===== src/ssp_pkg.sv =====
// shared constants and types for the sector protection link
package ssp_pkg;

  // mclk period and link timing
  localparam int CLK_PERIOD_NS               = 10;
  localparam int WP_ASSERT_PROTECT_DELAY_NS  = 1000;
  localparam int WP_RELEASE_PROTECT_DELAY_NS = 1000;
  localparam int MAP_ERASE_TIME_MAX_NS       = 50000;
  localparam int SYNC_STAGES                 = 2;
  // longest times round down to whole cycles
  localparam int WP_ASSERT_CYCLES  = WP_ASSERT_PROTECT_DELAY_NS / CLK_PERIOD_NS;
  localparam int WP_RELEASE_CYCLES = WP_RELEASE_PROTECT_DELAY_NS / CLK_PERIOD_NS;
  localparam int MAP_ERASE_CYCLES  = MAP_ERASE_TIME_MAX_NS / CLK_PERIOD_NS;
  // host sck half period in mclk cycles (60 ns)
  localparam int SCK_HALF_CYCLES   = 6;

  // four-byte command sequences
  localparam logic [7:0] CMD_PREFIX0 = 8'h3D;
  localparam logic [7:0] CMD_PREFIX1 = 8'h2A;
  localparam logic [7:0] CMD_PREFIX2 = 8'h7F;
  localparam logic [7:0] OP_ENABLE   = 8'hA9;
  localparam logic [7:0] OP_DISABLE  = 8'h9A;
  localparam logic [7:0] OP_ERASE    = 8'hCF;
  localparam logic [2:0] CMD_BYTES   = 3'h4;
  localparam int         CMD_BITS    = 32;

  // protection map layout
  localparam int         MAP_BYTES      = 64;
  localparam int         SECTOR_W       = 6;
  localparam int         PAGE_W         = 7;
  localparam logic [7:0] MAP_PROTECTED  = 8'hFF;
  localparam logic [7:0] MAP_RESET_BYTE = 8'h00;
  localparam logic [1:0] SUB_PROTECTED  = 2'h3;
  localparam int         SUB0A_HI       = 7;
  localparam int         SUB0B_HI       = 5;
  localparam logic [6:0] SUB0B_FIRST_PG = 7'h08;

  // host command selector
  typedef enum logic [1:0] {
    SSP_CMD_ENABLE  = 2'b00,
    SSP_CMD_DISABLE = 2'b01,
    SSP_CMD_ERASE   = 2'b10
  } ssp_cmd_e;

endpackage


===== src/ssp_link_if.sv =====
// serial command link between host controller and flash protection logic
`timescale 1ns/100ps
interface ssp_link_if;
  logic sck;
  logic cs_n;
  logic mosi;
  logic wp_n;

  modport host (output sck, output cs_n, output mosi, output wp_n);
  modport dev  (input sck, input cs_n, input mosi, input wp_n);
endinterface


===== src/ssp_device.sv =====
// flash sector protection logic: command decode, protection map, map erase
//
// Behaviour
// RQ1: reset clears software protection enable
// RQ2: 3D 2A 7F A9 sets protection enable
// RQ3: host raises chip select to commit command
// RQ4: 3D 2A 7F 9A clears protection enable
// RQ5: asserted wp guards marked sectors and map
// RQ6: host releases wp before map erase
// RQ7: wp alone enables protection within delay
// RQ8: enable issued under wp survives wp release
// RQ9: disable ignored while wp asserted
// RQ10: wp never changes the software enable flag
// RQ11: wp input filtered against glitches
// RQ12: map holds 64 bytes, one per sector
// RQ13: sectors 1-63: FF protected, 00 not
// RQ14: byte 0 bits 7:6 guard 0a, 5:4 0b
// RQ15: map bytes start at 00
// RQ16: host erases map before reprogramming
// RQ17: 3D 2A 7F CF starts timed map erase
// RQ18: busy shown during map erase
// RQ19: erase sets all map bytes FF
// RQ20: erased map plus enable blocks everything
// RQ21: without wp host re-enables after power-up
// RQ22: status shows protection enabled
// RQ23: protected target request discarded untouched
// RQ24: active protection is enable flag or wp
`timescale 1ns/100ps
module ssp_device
  import ssp_pkg::*;
#(
  parameter int ERASE_CYCLES = MAP_ERASE_CYCLES,
  parameter int WPE_CYCLES   = WP_ASSERT_CYCLES,
  parameter int WPD_CYCLES   = WP_RELEASE_CYCLES
)(
  input  wire logic                mclk,
  input  wire logic                reset,
  input  wire logic                ce,
  ssp_link_if.dev                  link,
  input  wire logic                op_valid,
  input  wire logic [SECTOR_W-1:0] op_sector,
  input  wire logic [PAGE_W-1:0]   op_page,
  output logic                     op_grant_q,
  output logic                     op_deny_q,
  output logic                     prot_enabled_q,
  output logic                     map_busy_q,
  output logic                     sw_enabled_q,
  output logic                     wp_active_q
);

  typedef struct packed {
    logic [1:0]             sck_s;
    logic [1:0]             cs_s;
    logic [1:0]             mosi_s;
    logic                   sck_prev;
    logic                   cs_prev;
    logic [7:0]             shift;
    logic [2:0]             bitc;
    logic [2:0]             bytec;
    logic                   match;
    logic [7:0]             opcode;
    logic                   sw_en;
    logic                   prot;
    logic                   busy;
    logic [31:0]            erase_cnt;
    logic [MAP_BYTES*8-1:0] map;
    logic                   grant;
    logic                   deny;
  } ssp_dev_s;

  ssp_dev_s             q;
  ssp_dev_s             d;
  logic                 wp_active;
  logic                 sck_rise;
  logic                 cs_rise;
  logic                 cmd_ok;
  logic [7:0]           next_byte;
  logic [MAP_BYTES-1:0] sec_marked;
  logic                 sub0b_marked;
  logic                 target_marked;
  logic                 prot_active;

  // write-protect pin passes sync and filter before anything sees it
  ssp_wp_filter #(
    .ASSERT_CYCLES  (WPE_CYCLES - SYNC_STAGES - 1),
    .RELEASE_CYCLES (WPD_CYCLES - SYNC_STAGES - 1)
  ) u_wp_filter (
    .mclk        (mclk),
    .reset       (reset),
    .ce          (ce),
    .wp_n_pin    (link.wp_n),
    .wp_active_q (wp_active)
  );

  // link edges, seen only after the second sync stage
  assign sck_rise  = q.sck_s[1] & ~q.sck_prev;
  assign cs_rise   = q.cs_s[1] & ~q.cs_prev;
  assign next_byte = {q.shift[6:0], q.mosi_s[1]};
  // a whole four-byte sequence, no stray bits, with a good prefix
  assign cmd_ok    = q.match && (q.bytec == CMD_BYTES) && (q.bitc == 3'h0); // RQ3

  // per-sector map decode; entry 0 carries the 0a half in its top bits
  for (genvar n = 0; n < MAP_BYTES; n++)
  begin : g_marked
    if (n == 0)
    begin : g_sec0
      assign sec_marked[n] = q.map[SUB0A_HI -: 2] == SUB_PROTECTED; // RQ14
    end
    else
    begin : g_secn
      assign sec_marked[n] = q.map[n*8 +: 8] == MAP_PROTECTED; // RQ12 RQ13
    end
  end

  // low nibble of entry 0 is never looked at
  assign sub0b_marked  = q.map[SUB0B_HI -: 2] == SUB_PROTECTED; // RQ14

  // pages 0-7 belong to 0a, the rest of sector 0 to 0b
  assign target_marked = (op_sector == '0 && op_page >= SUB0B_FIRST_PG) ? sub0b_marked
                                                                        : sec_marked[op_sector];

  // software flag or filtered pin; the pin also blocks the disable and erase commands
  assign prot_active   = q.sw_en | wp_active; // RQ24 RQ10 RQ7

  // command shifter, command actions, timed erase and request check
  always_comb
  begin
    d          = q;
    d.sck_s    = {q.sck_s[0], link.sck};
    d.cs_s     = {q.cs_s[0], link.cs_n};
    d.mosi_s   = {q.mosi_s[0], link.mosi};
    d.sck_prev = q.sck_s[1];
    d.cs_prev  = q.cs_s[1];
    d.grant    = 1'b0;
    d.deny     = 1'b0;

    // frame framing: chip select high parks the shifter
    if (q.cs_s[1])
    begin
      d.bitc  = 3'h0;
      d.bytec = 3'h0;
      d.match = 1'b1;
    end
    else if (sck_rise)
    begin
      d.shift = next_byte;
      d.bitc  = q.bitc + 3'h1;
      if (q.bitc == 3'h7)
      begin
        // count saturates past four so longer frames never match
        if (q.bytec <= CMD_BYTES)
        begin
          d.bytec = q.bytec + 3'h1;
        end
        if (q.bytec == 3'h0 && next_byte != CMD_PREFIX0)
        begin
          d.match = 1'b0;
        end
        if (q.bytec == 3'h1 && next_byte != CMD_PREFIX1)
        begin
          d.match = 1'b0;
        end
        if (q.bytec == 3'h2 && next_byte != CMD_PREFIX2)
        begin
          d.match = 1'b0;
        end
        if (q.bytec == 3'h3)
        begin
          d.opcode = next_byte;
        end
      end
    end

    // commands act only on the chip select release, never mid-frame
    if (cs_rise && cmd_ok && !q.busy)
    begin
      if (q.opcode == OP_ENABLE)
      begin
        d.sw_en = 1'b1; // RQ2 RQ8
      end
      else if (q.opcode == OP_DISABLE && !wp_active)
      begin
        d.sw_en = 1'b0; // RQ4 RQ9
      end
      else if (q.opcode == OP_ERASE && !wp_active)
      begin
        // accepted whatever the enable state; refused under wp
        d.busy      = 1'b1; // RQ17 RQ5 RQ19
        d.erase_cnt = 32'h0000_0000;
      end
    end

    // self-timed erase; map flips to all-protected at the end
    if (q.busy)
    begin
      if (q.erase_cnt == 32'(ERASE_CYCLES - 1))
      begin
        d.map  = {MAP_BYTES{MAP_PROTECTED}}; // RQ19 RQ20
        d.busy = 1'b0; // RQ18
      end
      else
      begin
        d.erase_cnt = q.erase_cnt + 32'h0000_0001;
      end
    end

    // program/erase request gate; denied requests change nothing
    if (op_valid)
    begin
      if (q.busy || (prot_active && target_marked))
      begin
        d.deny = 1'b1; // RQ23 RQ5 RQ20
      end
      else
      begin
        d.grant = 1'b1;
      end
    end

    d.prot = d.sw_en | wp_active; // RQ22
  end

  // power cycle: software enable off, map at its delivered value
  always_ff @(posedge mclk)
  begin
    if (reset)
    begin
      q         <= '0;
      q.cs_s    <= 2'h3;
      q.cs_prev <= 1'b1;
      q.match   <= 1'b1;
      q.sw_en   <= 1'b0; // RQ1
      q.map     <= {MAP_BYTES{MAP_RESET_BYTE}}; // RQ15
    end
    else if (ce)
    begin
      q <= d;
    end
  end

  // all outputs straight from state flops
  assign op_grant_q     = q.grant;
  assign op_deny_q      = q.deny;
  assign prot_enabled_q = q.prot;
  assign map_busy_q     = q.busy; // RQ18
  assign sw_enabled_q   = q.sw_en;
  assign wp_active_q    = wp_active;

endmodule


===== src/ssp_wp_filter.sv =====
// write-protect pin synchroniser and noise filter
`timescale 1ns/100ps
module ssp_wp_filter
  import ssp_pkg::*;
#(
  parameter int ASSERT_CYCLES  = 8,
  parameter int RELEASE_CYCLES = 8
)(
  input  wire logic mclk,
  input  wire logic reset,
  input  wire logic ce,
  input  wire logic wp_n_pin,
  output logic      wp_active_q
);

  typedef struct packed {
    logic [1:0]  sync;
    logic        active;
    logic [15:0] cnt;
  } ssp_filt_s;

  ssp_filt_s q;
  ssp_filt_s d;
  logic      lvl;

  // pin is active low; only the second stage is looked at
  assign lvl = ~q.sync[1];

  // new level must hold for the full count, so glitches never toggle protection
  always_comb
  begin
    d = q;
    d.sync = {q.sync[0], wp_n_pin};
    if (lvl == q.active)
    begin
      d.cnt = 16'h0000;
    end
    else if (q.cnt == (q.active ? 16'(RELEASE_CYCLES - 1) : 16'(ASSERT_CYCLES - 1)))
    begin
      d.active = lvl; // RQ11
      d.cnt    = 16'h0000;
    end
    else
    begin
      d.cnt = q.cnt + 16'h0001;
    end
  end

  always_ff @(posedge mclk)
  begin
    if (reset)
    begin
      q        <= '0;
      q.sync   <= 2'h3; // pin idles pulled high
    end
    else if (ce)
    begin
      q <= d;
    end
  end

  assign wp_active_q = q.active;

endmodule

===== src/flat_wrapper.sv =====
// flat-port wrapper written by rule: the top's interface ports become plain ports
module ssp_device_flat import ssp_pkg::*;
#(
  parameter int ERASE_CYCLES = MAP_ERASE_CYCLES,
  parameter int WPE_CYCLES   = WP_ASSERT_CYCLES,
  parameter int WPD_CYCLES   = WP_RELEASE_CYCLES
)
  (mclk, reset, ce, op_valid, op_sector, op_page, op_grant_q, op_deny_q, prot_enabled_q, map_busy_q, sw_enabled_q, wp_active_q, link_sck, link_cs_n, link_mosi, link_wp_n);
  ssp_link_if link_i ();
  input  wire logic mclk;
  input  wire logic reset;
  input  wire logic ce;
  input  wire logic op_valid;
  input  wire logic [SECTOR_W-1:0] op_sector;
  input  wire logic [PAGE_W-1:0] op_page;
  output logic op_grant_q;
  output logic op_deny_q;
  output logic prot_enabled_q;
  output logic map_busy_q;
  output logic sw_enabled_q;
  output logic wp_active_q;
  input wire logic [$bits(link_i.sck)-1:0] link_sck;
  input wire logic [$bits(link_i.cs_n)-1:0] link_cs_n;
  input wire logic [$bits(link_i.mosi)-1:0] link_mosi;
  input wire logic [$bits(link_i.wp_n)-1:0] link_wp_n;
  assign link_i.sck = link_sck;
  assign link_i.cs_n = link_cs_n;
  assign link_i.mosi = link_mosi;
  assign link_i.wp_n = link_wp_n;
  ssp_device #(.ERASE_CYCLES(ERASE_CYCLES), .WPE_CYCLES(WPE_CYCLES), .WPD_CYCLES(WPD_CYCLES)) u_core (.mclk(mclk), .reset(reset), .ce(ce), .link(link_i), .op_valid(op_valid), .op_sector(op_sector), .op_page(op_page), .op_grant_q(op_grant_q), .op_deny_q(op_deny_q), .prot_enabled_q(prot_enabled_q), .map_busy_q(map_busy_q), .sw_enabled_q(sw_enabled_q), .wp_active_q(wp_active_q));
endmodule

===== config.mk =====
export PLATFORM = sky130hd
export DESIGN_NAME = ssp_device_flat
export DESIGN_NICKNAME = d
export VERILOG_FILES = /design/src/ssp_pkg.sv /design/src/ssp_link_if.sv /design/src/ssp_device.sv /design/src/ssp_wp_filter.sv /design/src/flat_wrapper.sv
export SDC_FILE = /design/constraint.sdc
export NUM_CORES = 1
export LEC_CHECK = 0
export BUFFER_PORTS_ARGS = -buffer_cell sky130_fd_sc_hd__buf_2
export CAP_MARGIN = 5
export CELL_PAD_IN_SITES_DETAIL_PLACEMENT = 2
export CELL_PAD_IN_SITES_GLOBAL_PLACEMENT = 2
export CORE_ASPECT_RATIO = 0.8
export CORE_UTILIZATION = 40
export DETAILED_ROUTE_END_ITERATION = 6
export PLACE_DENSITY_LB_ADDON = 0.1
export SYNTH_ARGS = -nofsm -noshare
export SYNTH_HDL_FRONTEND = slang
export SYNTH_SLANG_ARGS = --single-unit

===== constraint.sdc =====
create_clock -name mclk -period 3 [get_ports mclk]
set_input_delay 0.6 -clock mclk [delete_from_list [all_inputs] [get_ports mclk]]
set_output_delay 0.6 -clock mclk [all_outputs]
set_load 0.01 [all_outputs]

* Yosys cells after proc, flatten, opt, wreduce, memory -nomap -nowiden
Cells that the tools add are included.
Word-level totals: bits in registers 87, latch bits 0, bits in writable memories 0, memory bits (read-only) 0, bits of input ports 21, output and inout bits 6, memories kept 0
Operators by class: add/subtract/negate cells 4, $mul 0, divide/modulo/power cells 0, magnitude comparators 3, eq/ne operators 79, shift operators 0, multiplexer cells 27, bitwise operators 9, reductions and logical operators 28
Operators with widths (count):
- 2-to-1 mux 545 bit | 1
- equality test 8 bit, second input constant | 66
- 2-to-1 mux 512 bit | 1
- 2-to-1 mux 33 bit | 4
- adder 32 x 1 -> 32 bit, second input constant | 1
- equality test 32 x 13 -> 1 bit, second input constant | 1
- 2-to-1 mux 16 bit | 2
- 2-to-1 mux 32 bit | 1
- adder 16 x 1 -> 16 bit, second input constant | 1
- equality test 16 x 7 -> 1 bit, second input constant | 1
- inequality test 8 x 6 -> 1 bit, second input constant | 2
- 2-to-1 mux 15 bit | 1
- 2-to-1 mux 12 bit | 1
- logical AND 1 bit | 11
- 2-to-1 mux 1 bit | 11
- AND reduction 3 bit | 3
- 2-to-1 mux 8 bit | 1
- inequality test 8 x 7 -> 1 bit, second input constant | 1
- AND reduction 4 bit | 2
- greater-or-equal comparator 7 x 4 -> 1 bit, second input constant | 1
- less-than comparator 6 x 7 -> 1 bit, second input constant | 1
- 2-to-1 mux 7 bit | 1
- adder 3 x 1 -> 3 bit, second input constant | 2
- binary-select mux 1 bit (select 6 bit) | 1
- 19 further kinds | 32

* Logic depth before layout (Yosys ltp)
depth after elaboration 8, depth in mapped cells 9, depth with buffers taken out 8

* Modules after synthesis
A second synthesis with hierarchy kept.
Unflattened totals: cell total of the unflattened synthesis 565, area, all modules 4693.3 um^2
By module, submodules not included:
- ssp_device | times used 1, cells an instance 444, area each 3621.0 um^2
- ssp_wp_filter | times used 1, cells an instance 121, area each 1072.3 um^2

* Worst setup path before layout
OpenSTA, ideal clock, no wires.
path kind register -> register, start point register u_core.q[514] (netlist name), end point register u_core.q[527] (netlist name), arrival time 1876 ps, setup slack 1054 ps, cell stages (with the launch flop) 8, cells stage by stage dfxtp_1 -> ha_1 -> and4bb_2 -> nand4_2 -> o21a_2 -> nand3_1 -> mux2_2 -> a21oi_1
Between the ends: word-level cells in the longest chain between the ends 3, elaborated cells between the ends (all ways) 4, those cells by class add/sub (1); eq/ne (1); mux (2)
Ends and longest elaborated chain:
- start: declaration | line ssp_device.sv:71 | ssp_dev_s q;
- adder 32 x 1 -> 32 bit / equality test 32 x 13 -> 1 bit (equally long branches) | line ssp_device.sv:203, ssp_device.sv:196
- 2-to-1 mux 32 bit * | line ssp_device.sv:196 | if (q.erase_cnt == 32'(ERASE_CYCLES - 1))
- 2-to-1 mux 545 bit * | line ssp_device.sv:194 | if (q.busy)
Mark *: on every way between the ends. The rest lies on a longest branch, timed or not. A chain may end at the register's enable or synchronous reset.

* Worst setup path in the final report
start point register u_core.q[514] (netlist name), end point register u_core.q[530] (netlist name)
Same word-level chain as after synthesis.

==> flow_metrics.tcl <==
set metrics [dict create \
    place.gp.congestion 0.822 \
    cp-start-kind "flip-flop" \
    netlist_instances 537 \
    leakage_nw 1.69 \
    setup_viol 0 \
    grt_max_degree 37 \
    hp-class "flip-flop to flip-flop" \
    synth_ff_type "dfxtp_1" \
    cp_slowest_cell "dfxtp_1" \
    slowest_delay_ps 430 \
    track_usage 0.265 \
    io_pins 27 \
    grt_overflow_total 0 \
    fin_crit_sh 0.836 \
    cts.repair.resized 0 \
    tightestPinTransition_ps 690 \
    drc 0 \
    max_cap_violations 0 \
    nets 582 \
    first_iter_violations 183 \
    viasPerCell 6.03 \
    timing.final.crit_period_ps 2510 \
    grtUsageMet2 0.467 \
    setup_tns_ps 0 \
    start_util 0.421 \
    antenna_found_initial 0 \
    synth.area.top_cells "dfxtp_1, nand2_1, a21oi_1" \
    relSlewSlack 0.540 \
    worst_setup_path_end_kind "flip-flop" \
    ys_warn_count 0 \
    clock_latency_ps 350 \
    globalRouteMet3Util 0.0444 \
    cts_tree "built" \
    place_hpwl_um 9970 \
    yosysSeqAreaShare 0.394 \
    use_met1 0.338 \
    synth_most_common_cell "dfxtp_1" \
    drive_above_1_share 0.130 \
    ant_nets 0 \
    power.density_nw_per_um2 471 \
    ir_drop_mv 0.263 \
    synth_cell_types 70 \
    critPathMaxFanout 10 \
    grt_pass1_vias 4506 \
    grt_pass1_wl_um 23300 \
    async_flop_share 0 \
    synth_nets 569 \
    rsz0062_at_grt "false" \
    cts_inserted_buffers 9 \
    wl_um 14300 \
    r2r_start "u_core.q[514]" \
    dp_slack_ps 588 \
    cp.arrival_ps 2800 \
    die_area_um2 11500 \
    status "finished clean" \
    crit_required_ps 3300 \
    netlist.top_cell.by_area "dfxtp_1" \
    min_from "u_core.op_deny_q" \
    fmax_mhz 399 \
    syn_area_um2 4420 \
    critPathKind "flip-flop to flip-flop" \
    p_total_mw 2.31 \
    synthDominantCellAreaShare 0.394 \
    place_area_um2 4630 \
    syn_area_per_cell_um2 8.23 \
    syn2layout_area_growth_pct 10.8 \
    wl_per_cell_um 20.6 \
    clock_skew_ps 6.90 \
    num_vias 4188 \
    ctsHoldBuffers 0 \
    setup_ws_ps 492 \
    port_buffers 13 \
    design_area_um2 4900 \
    cts_buffer_depth 2 \
    crit_start "u_core.q[514]" \
    cts-root-buf "clkbuf_16" \
    h-tree-depth 3 \
    crit_chain "ha_1 -> and4bb_2 -> nand4_2 -> o21ai_4 -> a21oi_1 -> o22ai_1 -> mux2_2" \
    hold_viol_final 0 \
    die_h_um 96.0 \
    synth_common_cells "dfxtp_1, nand2_1, nor2_1" \
    slew_violations 0 \
    synth-seq-cells 87 \
    top_usage_layer "met2" \
    rows 33 \
    die_x_um 120 \
    synth_edf_count 0 \
    antennaDiodeCount 0 \
    core_area_um2 10500 \
    cts.sinks 87 \
    cts.clk_slew.worst_paths_ps 70 \
    cts_setup_buffers 0 \
    drt-pass1-iter-count 4 \
]
==> layout by cell type, fill, tap and decap left out, types with 6 or more instances in the layout <==
cell,Yosys,routed
a21oi_1,48,48
a311oi_1,13,13
buf_2,4,13
buf_4,0,13
clkbuf_16,0,9
dfxtp_1,87,87
ha_1,11,11
inv_1,16,16
mux2i_1,8,8
nand2_1,74,74
nand3_1,26,26
nand3b_1,8,8
nand4_1,15,15
nor2_1,55,55
nor3_1,11,11
nor4_1,11,11
o21ai_0,21,21
o31ai_1,6,6
or2_2,6,6
or4_1,6,6
==> power breakdown <==
group / total (mW) / leakage [nW] / internal (mW) / switching (mW)
registers: 1.17 / 0.703 / 1.16 / 0.00799
logic: 0.0977 / 0.855 / 0.0294 / 0.0683
clock network: 1.04 / 0.131 / 0.575 / 0.463
total: 2.31 / 1.69 / 1.77 / 0.539
==> flip-flops by register name, indices dropped and copies added, names as in the netlist <==
name and count:
u_core.d 5, u_core.map_busy_q 1, u_core.next_byte 8, u_core.op_deny_q 1, u_core.op_grant_q 1, u_core.prot_enabled_q 1
u_core.q 50, u_core.sw_enabled_q 1, u_core.u_wp_filter.d 1, u_core.u_wp_filter.q 17, u_core.u_wp_filter.wp_active_q 1
==> layer usage <==
metal,part of all wire,vias up,wire (µm)
met5,0,-,0
met4,0.0095,0,135
met3,0.034,10,490
met2,0.48,54,6890
met1,0.47,2120,6750
li1,-,2004,-
==> logic make-up after synthesis <==
kind of cell             after synthesis  synth area share
buffers and inverters                 41            0.0430
XOR/XNOR                               5           0.00991
AO/OA/AOI/OAI                        125             0.184
multiplexers                          11            0.0266
flip-flops                            87             0.394
AND/OR/NAND/NOR                      257             0.311
adder cells (fa/ha/maj)               11            0.0311
==> final timing paths <==
kind | cells past startpoint | slack, ps | to
setup reg to reg | 7 | 490 | u_core.q[530]
hold / removal | 2 | 470 | u_core.op_deny_q
setup / recovery | 7 | 490 | u_core.q[530]
hold reg to reg | 2 | 470 | u_core.op_deny_q
==> final cells by class <==
cell class | count | area, µm²
fill | 1200 | 5590
clock inverter | 4 | 22.5
multi-input combinational | 409 | 2490
timing repair buffer | 26 | 163
tap | 140 | 175
inverter | 17 | 63.8
sequential | 87 | 1740
clock buffer | 11 | 243
==> critical path: cells and delay by family (launching register included) <==
family                     cells  cell delay, ps
AOI/OAI and AO/OA              3             990
adders and majority gates      1             360
DFF                            1             430
muxes                          1             170
and+or+nand+nor                2             510
==> per-stage QoR <==
step,std cells,hold WS [ps],util
after floorplan,537,425,-
after global placement,679,442,0.442
after detailed placement,679,457,0.442
after CTS,694,466,0.467
after global routing,694,485,0.467
final,694,465,0.467
Note: power is estimated with default switching activity, not from simulation.
